## config.mk

```make
export PLATFORM = sky130hd
export DESIGN_NAME = amd_decoder
export DESIGN_NICKNAME = d
export VERILOG_FILES = /design/src/verilog/amd_pkg.sv /design/src/verilog/amd_decoder.sv
export SDC_FILE = /design/constraint.sdc
export NUM_CORES = 1
export LEC_CHECK = 0
export BUFFER_PORTS_ARGS = -buffer_cell sky130_fd_sc_hd__buf_2
export CAP_MARGIN = 25
export CORE_MARGIN = 2
export CORE_UTILIZATION = 47
export CTS_CLUSTER_SIZE = 10
export DETAILED_ROUTE_END_ITERATION = 8
export PLACE_DENSITY = 0.74
export SLEW_MARGIN = 20
export SYNTH_ARGS = -nofsm -noshare
export SYNTH_HDL_FRONTEND = slang
export SYNTH_SLANG_ARGS = --single-unit
```

## constraint.sdc

```tcl
create_clock -name core_clk_in -period 5.3 [get_ports core_clk_in]
set_clock_uncertainty 0.1 [all_clocks]
set_input_delay 0.53 -clock core_clk_in [delete_from_list [all_inputs] [get_ports core_clk_in]]
set_output_delay 0.53 -clock core_clk_in [all_outputs]
set_load 0.02 [all_outputs]
```

## src/verilog/amd_pkg.sv

```systemverilog
// constants for the accumulator motion command decoder
package amd_pkg;
    localparam logic [7:0] OP_MOVE_POS_IDX    = 8'h2F; // 47
    localparam logic [7:0] OP_ROT_LEFT        = 8'h32; // 50
    localparam logic [7:0] OP_ROT_RIGHT       = 8'h33; // 51
    localparam logic [7:0] OP_ROT_LEFT_IDX    = 8'h34; // 52
    localparam logic [7:0] OP_ROT_RIGHT_IDX   = 8'h35; // 53
    localparam logic [7:0] MODE_ABSOLUTE      = 8'h00;
    localparam logic [7:0] MODE_RELATIVE      = 8'h01;
    localparam logic [7:0] MODE_STORED_POINT  = 8'h02;
    localparam logic [7:0] STATUS_OK          = 8'h64; // 100
    localparam logic [7:0] STATUS_BAD_SUM     = 8'h01;
    localparam logic [7:0] STATUS_BAD_CMD     = 8'h02;
    localparam logic [7:0] STATUS_BAD_TYPE    = 8'h03;
    localparam logic [7:0] STATUS_BAD_VALUE   = 8'h04;
    localparam logic [7:0] PARAM_TARGET_POS   = 8'h00; // #0
    localparam logic [7:0] PARAM_TARGET_VEL   = 8'h02; // #2
    localparam logic [7:0] AXIS_LAST          = 8'h05;
    localparam logic [3:0] FRAME_LAST         = 4'h8;  // nine bytes, index 0..8
    localparam logic [3:0] BYTE_ADDR          = 4'h0;
    localparam logic [3:0] BYTE_OPCODE        = 4'h1;
    localparam logic [3:0] BYTE_TYPE          = 4'h2;
    localparam logic [3:0] BYTE_MOTOR         = 4'h3;
    localparam logic [3:0] BYTE_VAL3          = 4'h4;
    localparam logic [2:0] AX_MODE_VELOCITY   = 3'h0;
    localparam logic [2:0] AX_MODE_POS_ABS    = 3'h1;
    localparam logic [2:0] AX_MODE_POS_REL    = 3'h2;
    localparam logic [2:0] AX_MODE_POS_POINT  = 3'h3;
    typedef enum logic [2:0] {
        ST_RECV, ST_CHECK, ST_SET_MODE, ST_SET_PARAM, ST_REPLY
    } amd_state_t;
endpackage : amd_pkg

```

## src/verilog/amd_decoder.sv

```systemverilog
// command frame decoder and axis parameter writer for accumulator motion commands
// What this block does
// - opcode 50 starts left rotation of motor field axis at accumulator speed.
// - opcode 51 starts right rotation of motor field axis at accumulator speed.
// - rotate commands select velocity mode first, then write accumulator to parameter 2.
// - rotation speed in accumulator counts microsteps per second.
// - left rotation decrements position counter, right rotation increments it.
// - opcodes 52/53 rotate left/right on index-register axis, ignoring other fields.
// - opcode 47 moves index-register axis; type 0 absolute, 1 relative, 2 point.
// - indexed move writes accumulator into target position parameter 0.
// - relative adds accumulator to actual position; point mode uses stored coordinate.
// - reply right after move setup; further commands accepted immediately.
// - a later rotate command on the same axis aborts a positioning move.
// - frame is address, opcode, type, motor, four value bytes msb first, checksum.
`timescale 1ns/100ps
`default_nettype none
// ------------------------------------------------------------
// overview
// ------------------------------------------------------------
// frames arrive one byte per edge while rx_valid_in is high.
// bytes offered while busy_out is high are dropped silently,
// so the host waits for the reply before it starts the next frame.
// timing after the edge that takes the checksum byte (edge e):
//   e+1  check cycle: sum, opcode, type and axis are judged
//   e+2  mode_wr_out pulses with axis_mode_out and dir_left_out
//   e+3  axis_wr_out pulses with param_num_out and param_val_out
//   e+4  reply_out pulses with status 100 and busy_out falls
// a refused frame skips both writes and replies at e+2 instead.
// the mode write always leads the parameter write by one cycle,
// so an axis never sees a new speed while still in position mode.
// the accumulator is sampled in the parameter cycle, not at the
// end of the frame: a host that changes it late gets the newer value.
// relative and stored-point arithmetic is left to the axis; this
// block only passes the mode code and the raw accumulator on.
// the address byte is summed but not filtered; every address is served.
// error codes: 1 bad sum, 2 unknown opcode, 3 bad type, 4 bad axis.
// checks run in a fixed order (sum, opcode, type, axis), and the
// first failure names the status; later faults are not reported.
// limitations:
// the stop command and the coordinate store are not decoded here
// and answer as unknown opcodes.
// aborting a move is simply the velocity-mode write that any
// rotate on that axis makes; no separate abort strobe exists.
// the index register is judged whole, so a large value is refused
// rather than folded onto an axis by truncation.
// the sum register is cleared by reset and in the reply cycle, so a reset in mid
// frame and a finished frame both restart with a clean sum.
// trade-off: one frame at a time keeps the logic small, at the cost
// of a four-cycle gap after an accepted frame and a two-cycle gap after a refused one.
module amd_decoder
    import amd_pkg::*;
(
    input  wire logic        core_clk_in,    // 50 MHz clock
    input  wire logic        rst_n_in,       // async reset, active low
    input  wire logic        rx_valid_in,    // one frame byte offered
    input  wire logic [7:0]  rx_byte_in,     // frame byte
    input  wire logic [31:0] accu_in,        // accumulator register
    input  wire logic [31:0] index_in,       // index register (axis number)
    output logic             axis_wr_out,    // one-cycle parameter write strobe
    output logic [2:0]       axis_sel_out,   // axis written
    output logic [7:0]       param_num_out,  // parameter number written
    output logic [31:0]      param_val_out,  // parameter value written
    output logic             mode_wr_out,    // one-cycle axis mode write strobe
    output logic [2:0]       axis_mode_out,  // new axis mode
    output logic             dir_left_out,   // rotation direction, 1 = left
    output logic             reply_out,      // one-cycle reply strobe
    output logic [7:0]       reply_status_out, // reply status code
    output logic             busy_out        // frame is being executed
);
    import amd_pkg::*;

    // ------------------------------------------------------------
    // state
    // ------------------------------------------------------------
    amd_state_t  state, next_state;
    logic [7:0]  frame [0:8];
    logic [7:0]  next_frame [0:8];
    logic [3:0]  cnt, next_cnt;
    logic [7:0]  sum, next_sum;
    logic        wr, next_wr, mwr, next_mwr, left, next_left, rep, next_rep;
    logic [2:0]  sel, next_sel, amode, next_amode;
    logic [7:0]  pnum, next_pnum, status, next_status;
    logic [31:0] pval, next_pval;

    // axis number valid check, used for direct and indexed axis fields
    function automatic logic axis_ok(input logic [31:0] a);
        axis_ok = (a <= 32'(AXIS_LAST));
    endfunction

    logic [7:0]  op;
    logic [7:0]  typ;
    logic [31:0] axis_src;
    logic        is_rot;
    logic        is_left;

    // ------------------------------------------------------------
    // opcode decoding
    // ------------------------------------------------------------
    // shared by the check, mode and parameter cycles
    function automatic logic op_is_rot(input logic [7:0] o);
        op_is_rot = (o == OP_ROT_LEFT) || (o == OP_ROT_RIGHT)
                 || (o == OP_ROT_LEFT_IDX) || (o == OP_ROT_RIGHT_IDX);
    endfunction

    function automatic logic op_is_left(input logic [7:0] o);
        op_is_left = (o == OP_ROT_LEFT) || (o == OP_ROT_LEFT_IDX);
    endfunction

    // only the two direct rotates read the motor byte
    function automatic logic op_is_direct(input logic [7:0] o);
        op_is_direct = (o == OP_ROT_LEFT) || (o == OP_ROT_RIGHT);
    endfunction

    // decoded fields of the frame held in the byte store
    assign op  = frame[BYTE_OPCODE];
    assign typ = frame[BYTE_TYPE];
    assign is_rot  = op_is_rot(op);
    assign is_left = op_is_left(op);
    // direct rotates take motor byte; indexed ones ignore type, motor, value
    assign axis_src = op_is_direct(op)
                    ? {24'h000000, frame[BYTE_MOTOR]} : index_in;

    // ------------------------------------------------------------
    // next-state logic
    // ------------------------------------------------------------
    always_comb
    begin
        next_state  = state;
        next_frame  = frame;
        next_cnt    = cnt;
        next_sum    = sum;
        next_wr     = 1'b0;
        next_mwr    = 1'b0;
        next_rep    = 1'b0;
        next_left   = left;
        next_sel    = sel;
        next_amode  = amode;
        next_pnum   = pnum;
        next_pval   = pval;
        next_status = status;
        case (state)
            ST_RECV:
            begin
                // bytes fill in fixed order, value msb first
                if (rx_valid_in)
                begin
                    next_frame[cnt] = rx_byte_in;
                    if (cnt == FRAME_LAST)
                    begin
                        next_cnt   = BYTE_ADDR;
                        next_state = ST_CHECK;
                    end
                    else
                    begin
                        next_sum = sum + rx_byte_in; // mod-256 wraps by width
                        next_cnt = cnt + 4'h1;
                    end
                end
            end
            ST_CHECK:
            begin
                next_state = ST_REPLY;
                next_sel   = axis_src[2:0];
                if (frame[FRAME_LAST] != sum)
                    next_status = STATUS_BAD_SUM; // nothing executes on bad sum
                else if (is_rot)
                begin
                    if (!axis_ok(axis_src))
                        next_status = STATUS_BAD_VALUE; // no parameter touched
                    else
                    begin
                        next_status = STATUS_OK;
                        next_state  = ST_SET_MODE;
                    end
                end
                else if (op == OP_MOVE_POS_IDX)
                begin
                    if (typ > MODE_STORED_POINT)
                        next_status = STATUS_BAD_TYPE;
                    else if (!axis_ok(index_in))
                        next_status = STATUS_BAD_VALUE;
                    else
                    begin
                        next_status = STATUS_OK;
                        next_state  = ST_SET_MODE;
                    end
                end
                else
                    next_status = STATUS_BAD_CMD;
            end
            ST_SET_MODE:
            begin
                // mode goes first; a rotate here aborts any move on that axis
                next_mwr  = 1'b1;
                next_left = is_rot ? is_left : left; // left counts down, right up
                if (is_rot)
                    next_amode = AX_MODE_VELOCITY;
                else if (typ == MODE_RELATIVE)
                    next_amode = AX_MODE_POS_REL; // axis adds offset to actual
                else if (typ == MODE_STORED_POINT)
                    next_amode = AX_MODE_POS_POINT;
                else
                    next_amode = AX_MODE_POS_ABS;
                next_state = ST_SET_PARAM;
            end
            ST_SET_PARAM:
            begin
                // accumulator passes untouched: microsteps/s or target
                next_wr    = 1'b1;
                next_pval  = accu_in;
                next_pnum  = is_rot ? PARAM_TARGET_VEL : PARAM_TARGET_POS;
                next_state = ST_REPLY;
            end
            ST_REPLY:
            begin
                // answer without waiting for the motor
                next_rep   = 1'b1;
                next_sum   = 8'h00;
                next_state = ST_RECV;
            end
            default:
                next_state = ST_RECV;
        endcase
    end

    // ------------------------------------------------------------
    // registers
    // ------------------------------------------------------------
    always_ff @(posedge core_clk_in or negedge rst_n_in)
    begin
        if (!rst_n_in)
        begin
            state  <= ST_RECV;
            for (int i = 0; i <= int'(FRAME_LAST); i++)
                frame[i] <= 8'h00;
            cnt    <= BYTE_ADDR;
            sum    <= 8'h00;
            wr     <= 1'b0;
            mwr    <= 1'b0;
            rep    <= 1'b0;
            left   <= 1'b0;
            sel    <= 3'h0;
            amode  <= AX_MODE_VELOCITY;
            pnum   <= 8'h00;
            pval   <= 32'h00000000;
            status <= STATUS_OK;
        end
        else
        begin
            state  <= next_state;
            frame  <= next_frame;
            cnt    <= next_cnt;
            sum    <= next_sum;
            wr     <= next_wr;
            mwr    <= next_mwr;
            rep    <= next_rep;
            left   <= next_left;
            sel    <= next_sel;
            amode  <= next_amode;
            pnum   <= next_pnum;
            pval   <= next_pval;
            status <= next_status;
        end
    end

    // busy is a registered copy so the output comes from a flip-flop
    logic busy;
    always_ff @(posedge core_clk_in or negedge rst_n_in)
    begin
        if (!rst_n_in)
            busy <= 1'b0;
        else
            busy <= (next_state != ST_RECV);
    end

    // ------------------------------------------------------------
    // outputs
    // ------------------------------------------------------------
    // every output is a register copy; strobes last one cycle and
    // the data outputs hold until the next write of the same kind, but axis_sel_out and reply_status_out reload in every check cycle
    assign axis_wr_out      = wr;
    assign axis_sel_out     = sel;
    assign param_num_out    = pnum;
    assign param_val_out    = pval;
    assign mode_wr_out      = mwr;
    assign axis_mode_out    = amode;
    assign dir_left_out     = left;
    assign reply_out        = rep;
    assign reply_status_out = status;
    assign busy_out         = busy;
endmodule // amd_decoder
`default_nettype wire

```

==> results of run 1 <==
per-layer routing:
layer	GRT usage	up-vias	part of all wire
met5	0	-	0
met4	0.05821	0	0.016
met2	0.2919	121	0.46
met1	0.2456	1459	0.45
li1	-	1487	-
met3	0.04003	17	0.066
registers in the layout, indices dropped and copies added (netlist names), 2 cells and up:
name / cells
axis_mode_out: 2
axis_sel_out: 3
cnt: 4
frame: 16
op: 8
param_val_out: 32
reply_status_out: 4
state: 3
sum: 8
typ: 8
power by group:
part | switching [µW] | leakage (µW) | internal, µW
Clock | 247 | 0.0000793 | 173
Combinational | 401 | 0.00135 | 409
Sequential | 173 | 0.00115 | 918
Total | 821 | 0.00259 | 1500
repair_timing:
action,in CTS,in global routing
endpoints found under the setup margin,0,0
hold buffers,1,0
endpoints found under the hold margin,11,0
final cells by class:
class,instances,area [µm²]
inverter,11,41.29
multi-input combinational,237,1934
timing repair buffer,125,641.9
clock buffer,10,127.6
fill,764,3934
sequential,94,2355
tap,129,161.4
clock inverter,6,45.04
placed cells by master, fill, tap and decap left out, types with 3 or more instances in the layout:
cell / instances
a21oi_1: 10
and2_4: 3
buf_2: 121
clkbuf_8: 9
clkinvlp_4: 3
conb_1: 11
dfrtp_1: 92
ha_1: 11
inv_1: 11
mux2_2: 40
mux2_4: 24
mux2i_1: 3
nand2_1: 26
nand2b_1: 3
nand3_1: 8
nand4_1: 5
nand4b_1: 4
nor2_1: 12
nor2b_1: 3
nor3_1: 4
nor4_1: 7
o21ai_0: 19
or4_1: 3
xnor2_1: 9
xor2_1: 4
cell families (layout without fill, tap and decap cells):
| logic type | Yosys count | after routing |
|---|---|---|
| buf+inv | 32 | 152 |
| xor+xnor | 13 | 13 |
| mux | 67 | 67 |
| simple gates | 90 | 90 |
| other cells | 1 | 11 |
| flops | 94 | 94 |
| compound gates | 44 | 44 |
| fa+ha+maj | 12 | 12 |
how the worst max path moves through the flow:
stage	startpoint	endpoint	slack [ns]	cells after the start
3_3_place_gp	rx_byte_in[0]	sum[6]	3.03	9
2_1_floorplan	rx_valid_in	frame[40]	3.27	6
3_5_place_dp	rx_byte_in[0]	sum[6]	2.91	9
4_1_cts	state[1]	typ[4]	3.08	4
5_1_grt	sum[0]	sum[6]	2.99	8
6_report	state[1]	typ[4]	3.07	4
through the flow:
stage | setup WS [ns] | cell area, µm² | hold WS, ns
CTS | 3.080 | 5303 | 0.2888
finish | 3.072 | 5306 | 0.2989
global placement | 3.027 | 5120 | 0.2767
floorplan | 3.266 | 4504 | 0.1344
global route | 2.987 | 5306 | 0.2832
detailed placement | 2.907 | 5120 | 0.2777
==> results.txt, run 1 <==
status - complete, no violations
Final HPWL DP - 7.158 mm
diode count - 0
mux contribution to synthesized area - 0.1882
HP Class - in -> reg
Setup CP Type - reg -> reg
total power - 2322 µW
GP Congestion - 0.9034
Post-Syn Area - 4467 µm²
ANT nets after route - 0
area delta synth->final - 18.80%
first-pass GRT wire length - 14.35 mm
placed cells - 595
Core Util, Final - 0.5743
largest cells by area after synthesis - dfrtp_1, mux2_2, mux2_4
Core Region - 9240 µm²
largest net degree at the start of global routing - 84
Least-Margin Pin Slew - 0.7167 ns
Starting Density - 0.4834
Rows - 35
Die Width - 101.5 µm
Cells after Synth - 353
CP max stage delay - 0.68 ns
Critical Path, Cell by Cell - or4b_1, nor3_4, and2_4, mux2_4
max-cap violation count - 0
routed wire length - 9.323 mm
main combinational cell family by area after synthesis - multiplexers
# IOs - 134
antenna violations before repair - 0
CP Capture Type - flop
Max Freq - 448.9 MHz
Tmin final - 2.228 ns
CTS resizes - 0
Worst Path Max Fanout - 11
vias in the first global route - 2885
Worst path slowest cell - or4b_1
biggest area consumer among synthesized cells - dfrtp_1
Seq/Total Area, Yosys - 0.5272
pwr dens - 437.5 nW/µm²
Clock H-tree levels - 3
Worst setup SP type - flop
setup TNS - 0 ns
max-slew violations - 0
crit path DAT - 2.36 ns
Synth top area share - 0.5154
Root Driver - clkbuf_8
dominant cell by count in the synthesized netlist - dfrtp_1
postcts setup bufs - 0
clk sinks - 94
Slew HR - 0.5222
adder-cell share of the synthesized area - 0.03529
delay-heaviest family, CP - simple AND/OR/NAND/NOR gates
WHS Path Cells - 2
IO buf count - 122
drt initial violations - 133
Hold Path Sink - param_val_out[13]
WL per Instance - 15.23 µm
vias post-DR - 3084
Clock transition at path regs - 0.09 ns
Worst Path Buf+Inv - 0
Tot GR Track Use - 0.1812
dominant synthesized flop cell - dfrtp_1
worst skew pair latency - 0.35 ns
CTS tree - done
fin nets - 565
drt pass-1 iters - 4
RSZ-0062 raised after global routing - no
Clock Tree Buf Depth - 2
Residual DRC - 0
CTS Buf Count - 9
Worst Path Required - 5.44 ns
R2R cell count - 4
ys async rst share - 1.000
Leakage - 0.002587 µW
Final Cycle Share - 0.4203
Synth Area in Simple Gates - 0.1148
GRT overflow - 0
mean area per synthesized cell - 12.65 µm²
Yosys cell types - 49
ratio of cells with drive above 1 in the final layout - 0.4410
fin cells - 612
Yosys reg bits - 94
r2r startpoint - state[1]
Compound-Gate Fraction of Synth Area - 0.05994
Final Setup Violations - 0
XOR/XNOR share of the synthesized area - 0.02549
Hold Vio Cnt, Final - 0
Max rail drop VDD - 0.3254 mV
worst reg2reg setup slack - 3.07 ns
vias per inst - 5.039
Post-synth EDFFs - 0
most instantiated cells after synthesis - dfrtp_1, mux2_2, nand2_1
Die Span Y - 101.5 µm
die area - 10300 µm²
YS warnings - 0
origin of the worst min-delay path - accu_in[13]
worst reg2reg endpoint - typ[4]
(Power assumes the default switching activity.)
==> run 2: changes to the inputs <==
--- a/config.mk
+++ b/config.mk
@@ -5,13 +5,14 @@
 export SDC_FILE = /design/constraint.sdc
 export NUM_CORES = 1
 export LEC_CHECK = 0
+export ABC_AREA = 1
 export BUFFER_PORTS_ARGS = -buffer_cell sky130_fd_sc_hd__buf_2
 export CAP_MARGIN = 25
 export CORE_MARGIN = 2
 export CORE_UTILIZATION = 47
 export CTS_CLUSTER_SIZE = 10
 export DETAILED_ROUTE_END_ITERATION = 8
-export PLACE_DENSITY = 0.74
+export PLACE_DENSITY = 0.77
 export SLEW_MARGIN = 20
 export SYNTH_ARGS = -nofsm -noshare
 export SYNTH_HDL_FRONTEND = slang
==> constraint.sdc (replaced) <==
create_clock -name core_clk_in -period 2 [get_ports core_clk_in]
set_clock_uncertainty 0.1 [all_clocks]
set_input_delay 0.2 -clock core_clk_in [delete_from_list [all_inputs] [get_ports core_clk_in]]
set_output_delay 0.2 -clock core_clk_in [all_outputs]
set_load 0.02 [all_outputs]
==> run 2 against run 1 <==
  * Setup slack got worse by 2.9 ns
  * Core utilization is 4.9 points higher
  * Die area increased by 1.6%
  * Non-clock buffer count grew 39
  * Critical path depth increased by 1
  * Hold slack worse by 0.28 ns
  * Critical endpoint is now frame[45]
  * Highest routed layer unchanged
==> results.txt, run 2 <==
status - complete, no violations
ratio of cells with drive above 1 in the final layout - 0.2350
Die Span Y - 102.3 µm
commonest non-fill, non-tap cell in the layout - nand2_1
r2r startpoint - state[2]
Cells after Synth - 551
final hold slack - 0.01475 ns
largest net degree at the start of global routing - 41
Max rail drop VDD - 0.5909 mV
Largest register FFs - 32
max-slew violations - 0
Worst Path Required - 2.15 ns
dominant cell by count in the synthesized netlist - nand2_1
worst skew pair latency - 0.37 ns
Root Driver - clkbuf_8
clk sinks - 94
Max Freq - 545.5 MHz
FF+latch area - 2355 µm²
Worst Setup EP - frame[45]
worst reg2reg endpoint - frame[45]
Worst Path Buf+Inv - 1
Core Region - 9328 µm²
GP Congestion - 0.9127
Residual DRC - 0
Slew HR - 0.6278
Gate power share - 0.344
switch share - 0.3813
fin nets - 801
crit path launch - state[2]
vias post-DR - 4132
first-pass GRT wire length - 18.20 mm
fin cells - 848
diode count - 0
drt pass-1 iters - 5
ys async rst share - 1.000
routed wire length - 11.50 mm
RSZ-0062 raised after global routing - no
Tmin final - 1.833 ns
Worst Path Max Fanout - 11
worst reg2reg setup slack - 0.17 ns
CP max stage delay - 0.41 ns
placed inst area - 5284 µm²
P_int - 3808 µW
Post-synth EDFFs - 0
biggest area consumer among synthesized cells - dfrtp_1
R2R cell count - 5
area of the multi-input gates - 1907 µm²
DP Worst Slack - 0.1314 ns
Leakage - 0.003113 µW
CP Capture Type - flop
Synth top area share - 0.5069
filler cell count - 749
CTS Buf Count - 9
vias in the first global route - 3953
Worst path slowest cell - dfrtp_1
crit path DAT - 1.98 ns
Yosys reg bits - 94
max-cap violation count - 0
Critical Path, Cell by Cell - inv_1, nand4_4, nor2_2, nand2_1, mux2_4
Final Cycle Share - 0.9166
mean area per synthesized cell - 8.243 µm²
Least-Margin Pin Slew - 0.5575 ns
final instance area - 5813 µm²
Final WS setup - 0.1668 ns
ANT nets after route - 0
antenna violations before repair - 0
IO buf count - 122
Worst setup SP type - flop
Die Width - 102.3 µm
share of total power in the clock network - 0.195
CTS tree - done
Seq/Total Area, Yosys - 0.5185
Post-Syn Area - 4542 µm²
Clock transition at path regs - 0.09 ns
WL per Instance - 13.56 µm
GRT overflow - 0
Rows - 35
# IOs - 134
Yosys cell types - 35
drt initial violations - 246
Tot GR Track Use - 0.2261
Setup CP Type - reg -> reg
YS warnings - 0
Stages on worst setup path - 5
commonest non-fill, non-tap cells in the layout - nand2_1, buf_2, dfrtp_1
Final Setup Violations - 0
largest cells by area after synthesis - dfrtp_1, nand2_1, nor2_1
Starting Density - 0.4869
HP Class - in -> reg
Psw - 2347 µW
origin of the worst min-delay path - rx_byte_in[1]
die area - 10470 µm²
Clock Tree Buf Depth - 2
Clock H-tree levels - 3
Hold Vio Cnt, Final - 0
Final HPWL DP - 8.238 mm
pwr dens - 1059 nW/µm²
delay-heaviest family, CP - simple AND/OR/NAND/NOR gates
vias per inst - 4.873
area delta synth->final - 27.99%
dominant synthesized flop cell - dfrtp_1
most instantiated cells after synthesis - nand2_1, dfrtp_1, nor2_1
setup TNS - 0 ns
placed cells - 798
sequential share of power - 0.461
run 2: cell types whose count changed after synthesis, moves of 4 or more:
cell,change
nor4_1,-7
o21ai_0,+17
mux2_4,-20
xnor2_1,-9
inv_2,+4
nand2_1,+190
inv_1,+33
nand4b_1,-4
nor2_1,+37
mux2_2,-36
nand3_1,+5
buf_2,+5
run 2: kinds of logic (layout without fill, tap and decap cells):
logic type      Yosys count  count (layout)  share of synthesized area
simple gates            300             300                     0.2675
xor+xnor                  7               7                    0.01350
mux                       9               9                    0.02562
compound gates           58              58                    0.06832
fa+ha+maj                12              12                    0.03471
buf+inv                  70             228                    0.07107
other cells               1              11                  0.0008257
flops                    94              94                     0.5185
run 2: cell type report:
cell class / instances / share of cell area
clock inverter: 7 / 0.01076
tap: 129 / 0.02777
clock buffer: 9 / 0.02131
multi-input combinational: 397 / 0.3280
inverter: 48 / 0.03099
sequential: 94 / 0.4051
timing repair buffer: 164 / 0.1761
run 2: worst min path at each step:
| stage | to | slack [ns] | cells past startpoint |
|---|---|---|---|
| floorplan | axis_mode_out[0] | -0.20 | 0 |
| global placement | param_val_out[13] | 0.07 | 1 |
| detailed placement | param_val_out[20] | 0.07 | 1 |
| CTS | op[1] | 0.004 | 3 |
| global route | frame[7] | 0.02 | 3 |
| finish | op[1] | 0.01 | 3 |
run 2: through the flow:
step | utilization | power, µW
2_1_floorplan | - | 4281
3_3_place_gp | 0.5665 | 4815
3_5_place_dp | 0.5665 | 4909
4_1_cts | 0.6219 | 6169
5_1_grt | 0.6232 | 6634
6_report | 0.6232 | 6155
run 2: power groups by stage:
stage          logic, µW  registers, µW  clock network (µW)
2_1_floorplan       1410           2870                   0
3_3_place_gp        1970           2840                   0
3_5_place_dp        2050           2860                   0
4_1_cts             2110           2830                1240
5_1_grt             2430           2900                1300
6_report            2110           2840                1200
run 2: what timing repair did:
action | CTS | global route
resized for setup | 0 | 2
setup endpoints to repair | 0 | 4
buffers inserted | 0 | 1
hold buffers | 33 | 0
endpoints found under the hold margin | 64 | 0
run 2: worst min-delay path: cells and delay by family:
kind,cells,cell delay (ns)
buffers and inverters,1,0.12
and+or+nand+nor,2,0.12
run 2: layer usage:
layer | wire length, µm | vias up | GRT usage | part of all wire
li1 | - | 2024 | - | -
met1 | 4923 | 1942 | 0.2869 | 0.43
met2 | 5597 | 133 | 0.3775 | 0.49
met3 | 693 | 33 | 0.05882 | 0.060
met4 | 283 | 0 | 0.07897 | 0.025
met5 | 0 | - | 0 | 0
==> run 3: changes to the inputs <==
--- a/config.mk
+++ b/config.mk
@@ -8,9 +8,9 @@
 export ABC_AREA = 1
 export BUFFER_PORTS_ARGS = -buffer_cell sky130_fd_sc_hd__buf_2
 export CAP_MARGIN = 25
-export CORE_MARGIN = 2
+export CORE_MARGIN = 4
 export CORE_UTILIZATION = 47
-export CTS_CLUSTER_SIZE = 10
+export CTS_CLUSTER_SIZE = 28
 export DETAILED_ROUTE_END_ITERATION = 8
 export PLACE_DENSITY = 0.77
 export SLEW_MARGIN = 20
==> run 3 against run 2 <==
  * Register-to-register slack barely moved
  * Maximum frequency is 0.73% lower
  * Clock-buffer cell count stayed put
  * Core utilization barely moved
  * Flip-flop and latch count stayed put
  * Hold slack improved by 0.011 ns
  * Global-route usage down 1.6 points
  * Cell area about the same
  * Non-clock buffer count unchanged
  * Largest power group unchanged
==> results.txt, run 3 (same netlist as run 2, synthesis figures left out) <==
WL per Instance - 13.77 µm
Residual DRC - 0
die area - 11300 µm²
worst skew pair latency - 0.36 ns
Max rail drop VDD - 0.6746 mV
GRT overflow - 0
Largest register FFs - 32
vias post-DR - 4067
ratio of cells with drive above 1 in the final layout - 0.2378
area of the multi-input gates - 1906 µm²
Rows - 35
Die Width - 106.3 µm
diode count - 0
Least-Margin Pin Slew - 0.5679 ns
# IOs - 134
Starting Density - 0.4869
GP Congestion - 0.8887
Tmin final - 1.847 ns
setup TNS - 0 ns
HP Class - in -> reg
Clock Tree Buf Depth - 2
CP Capture Type - flop
Clock H-tree levels - 3
commonest non-fill, non-tap cell in the layout - nand2_1
status - complete, no violations
Final Setup Violations - 0
vias per inst - 4.796
Die Span Y - 106.3 µm
Worst setup SP type - flop
Root Driver - clkbuf_8
Core Region - 9328 µm²
Hold Vio Cnt, Final - 0
Setup CP Type - reg -> reg
FF+latch area - 2356 µm²
Tot GR Track Use - 0.2105
ANT nets after route - 0
Clock transition at path regs - 0.09 ns
max-slew violations - 0
largest net degree at the start of global routing - 46
Leakage - 0.003110 µW
Max Freq - 541.5 MHz
filler cell count - 763
area delta synth->final - 28.04%
fin cells - 848
pwr dens - 1061 nW/µm²
commonest non-fill, non-tap cells in the layout - nand2_1, buf_2, dfrtp_1
CTS tree - done
placed cells - 798
antenna violations before repair - 0
clk sinks - 94
crit path DAT - 1.99 ns
IO buf count - 122
Final HPWL DP - 8.289 mm
fin nets - 801
drt pass-1 iters - 5
drt initial violations - 274
Slew HR - 0.6214
routed wire length - 11.68 mm
max-cap violation count - 0
Final Cycle Share - 0.9233
Worst Path Required - 2.15 ns
vias in the first global route - 4008
first-pass GRT wire length - 19.09 mm
Worst Path Max Fanout - 11
CTS Buf Count - 9
==> run 3: through the flow <==
step | hold WS [ns] | total power [µW] | instance area (µm²) | utilization | setup WS (ns)
after floorplan | -0.1956 | 4281 | 4579 | - | 0.2722
after global placement | 0.1279 | 4799 | 5284 | 0.5665 | 0.1725
after detailed placement | 0.1395 | 4897 | 5284 | 0.5665 | 0.1206
after CTS | 0.008508 | 6151 | 5803 | 0.6221 | 0.1010
after global routing | 0.01485 | 6658 | 5816 | 0.6235 | -0.01764
final | 0.02578 | 6172 | 5816 | 0.6235 | 0.1534
==> run 3: where the power goes <==
group	total, µW	internal (µW)	switching, µW
Clock	1200	482	713
Combinational	2140	896	1250
Sequential	2840	2440	392
==> run 3: path summary, 6_finish.rpt <==
path	start	endpoint	slack, ns	depth (start not counted)
setup / recovery	state[2]	frame[45]	0.15	5
hold / removal	rx_byte_in[1]	op[1]	0.03	3
setup reg to reg	state[2]	frame[45]	0.15	5
hold reg to reg	param_val_out[7]	param_val_out[7]	0.37	2
max in group asynchronous	rst_n_in	frame[3]	0.85	3
min in group asynchronous	rst_n_in	param_val_out[8]	0.28	2
==> run 3: layout make-up <==
cell class,count,share of cell area
Sequential cell,94,0.4051
Multi-Input combinational cell,397,0.3277
Timing Repair Buffer,164,0.1760
Inverter,48,0.03098
Tap cell,129,0.02775
Clock buffer,9,0.02130
Clock inverter,7,0.01119
==> run 3: worst max-delay path: stages, from the launching register on <==
cell and delay, ns:
dfrtp_1 0.40, inv_1 0.16, nand4_4 0.19, nor2_2 0.17, nand2_1 0.31, mux2_4 0.40
==> run 3: repair_timing <==
item	CTS	global route
gates resized for setup	0	4
setup buffers	0	1
setup endpoints to repair	0	5
hold endpoints to repair	74	0
hold buffers	33	0
==> run 3: layer usage <==
metal | vias to the layer above | track usage | routed length, µm
met5 | - | 0 | 0
met2 | 128 | 0.3575 | 5844
met3 | 16 | 0.04311 | 651
li1 | 2032 | - | -
met1 | 1891 | 0.2697 | 4971
met4 | 0 | 0.06753 | 207
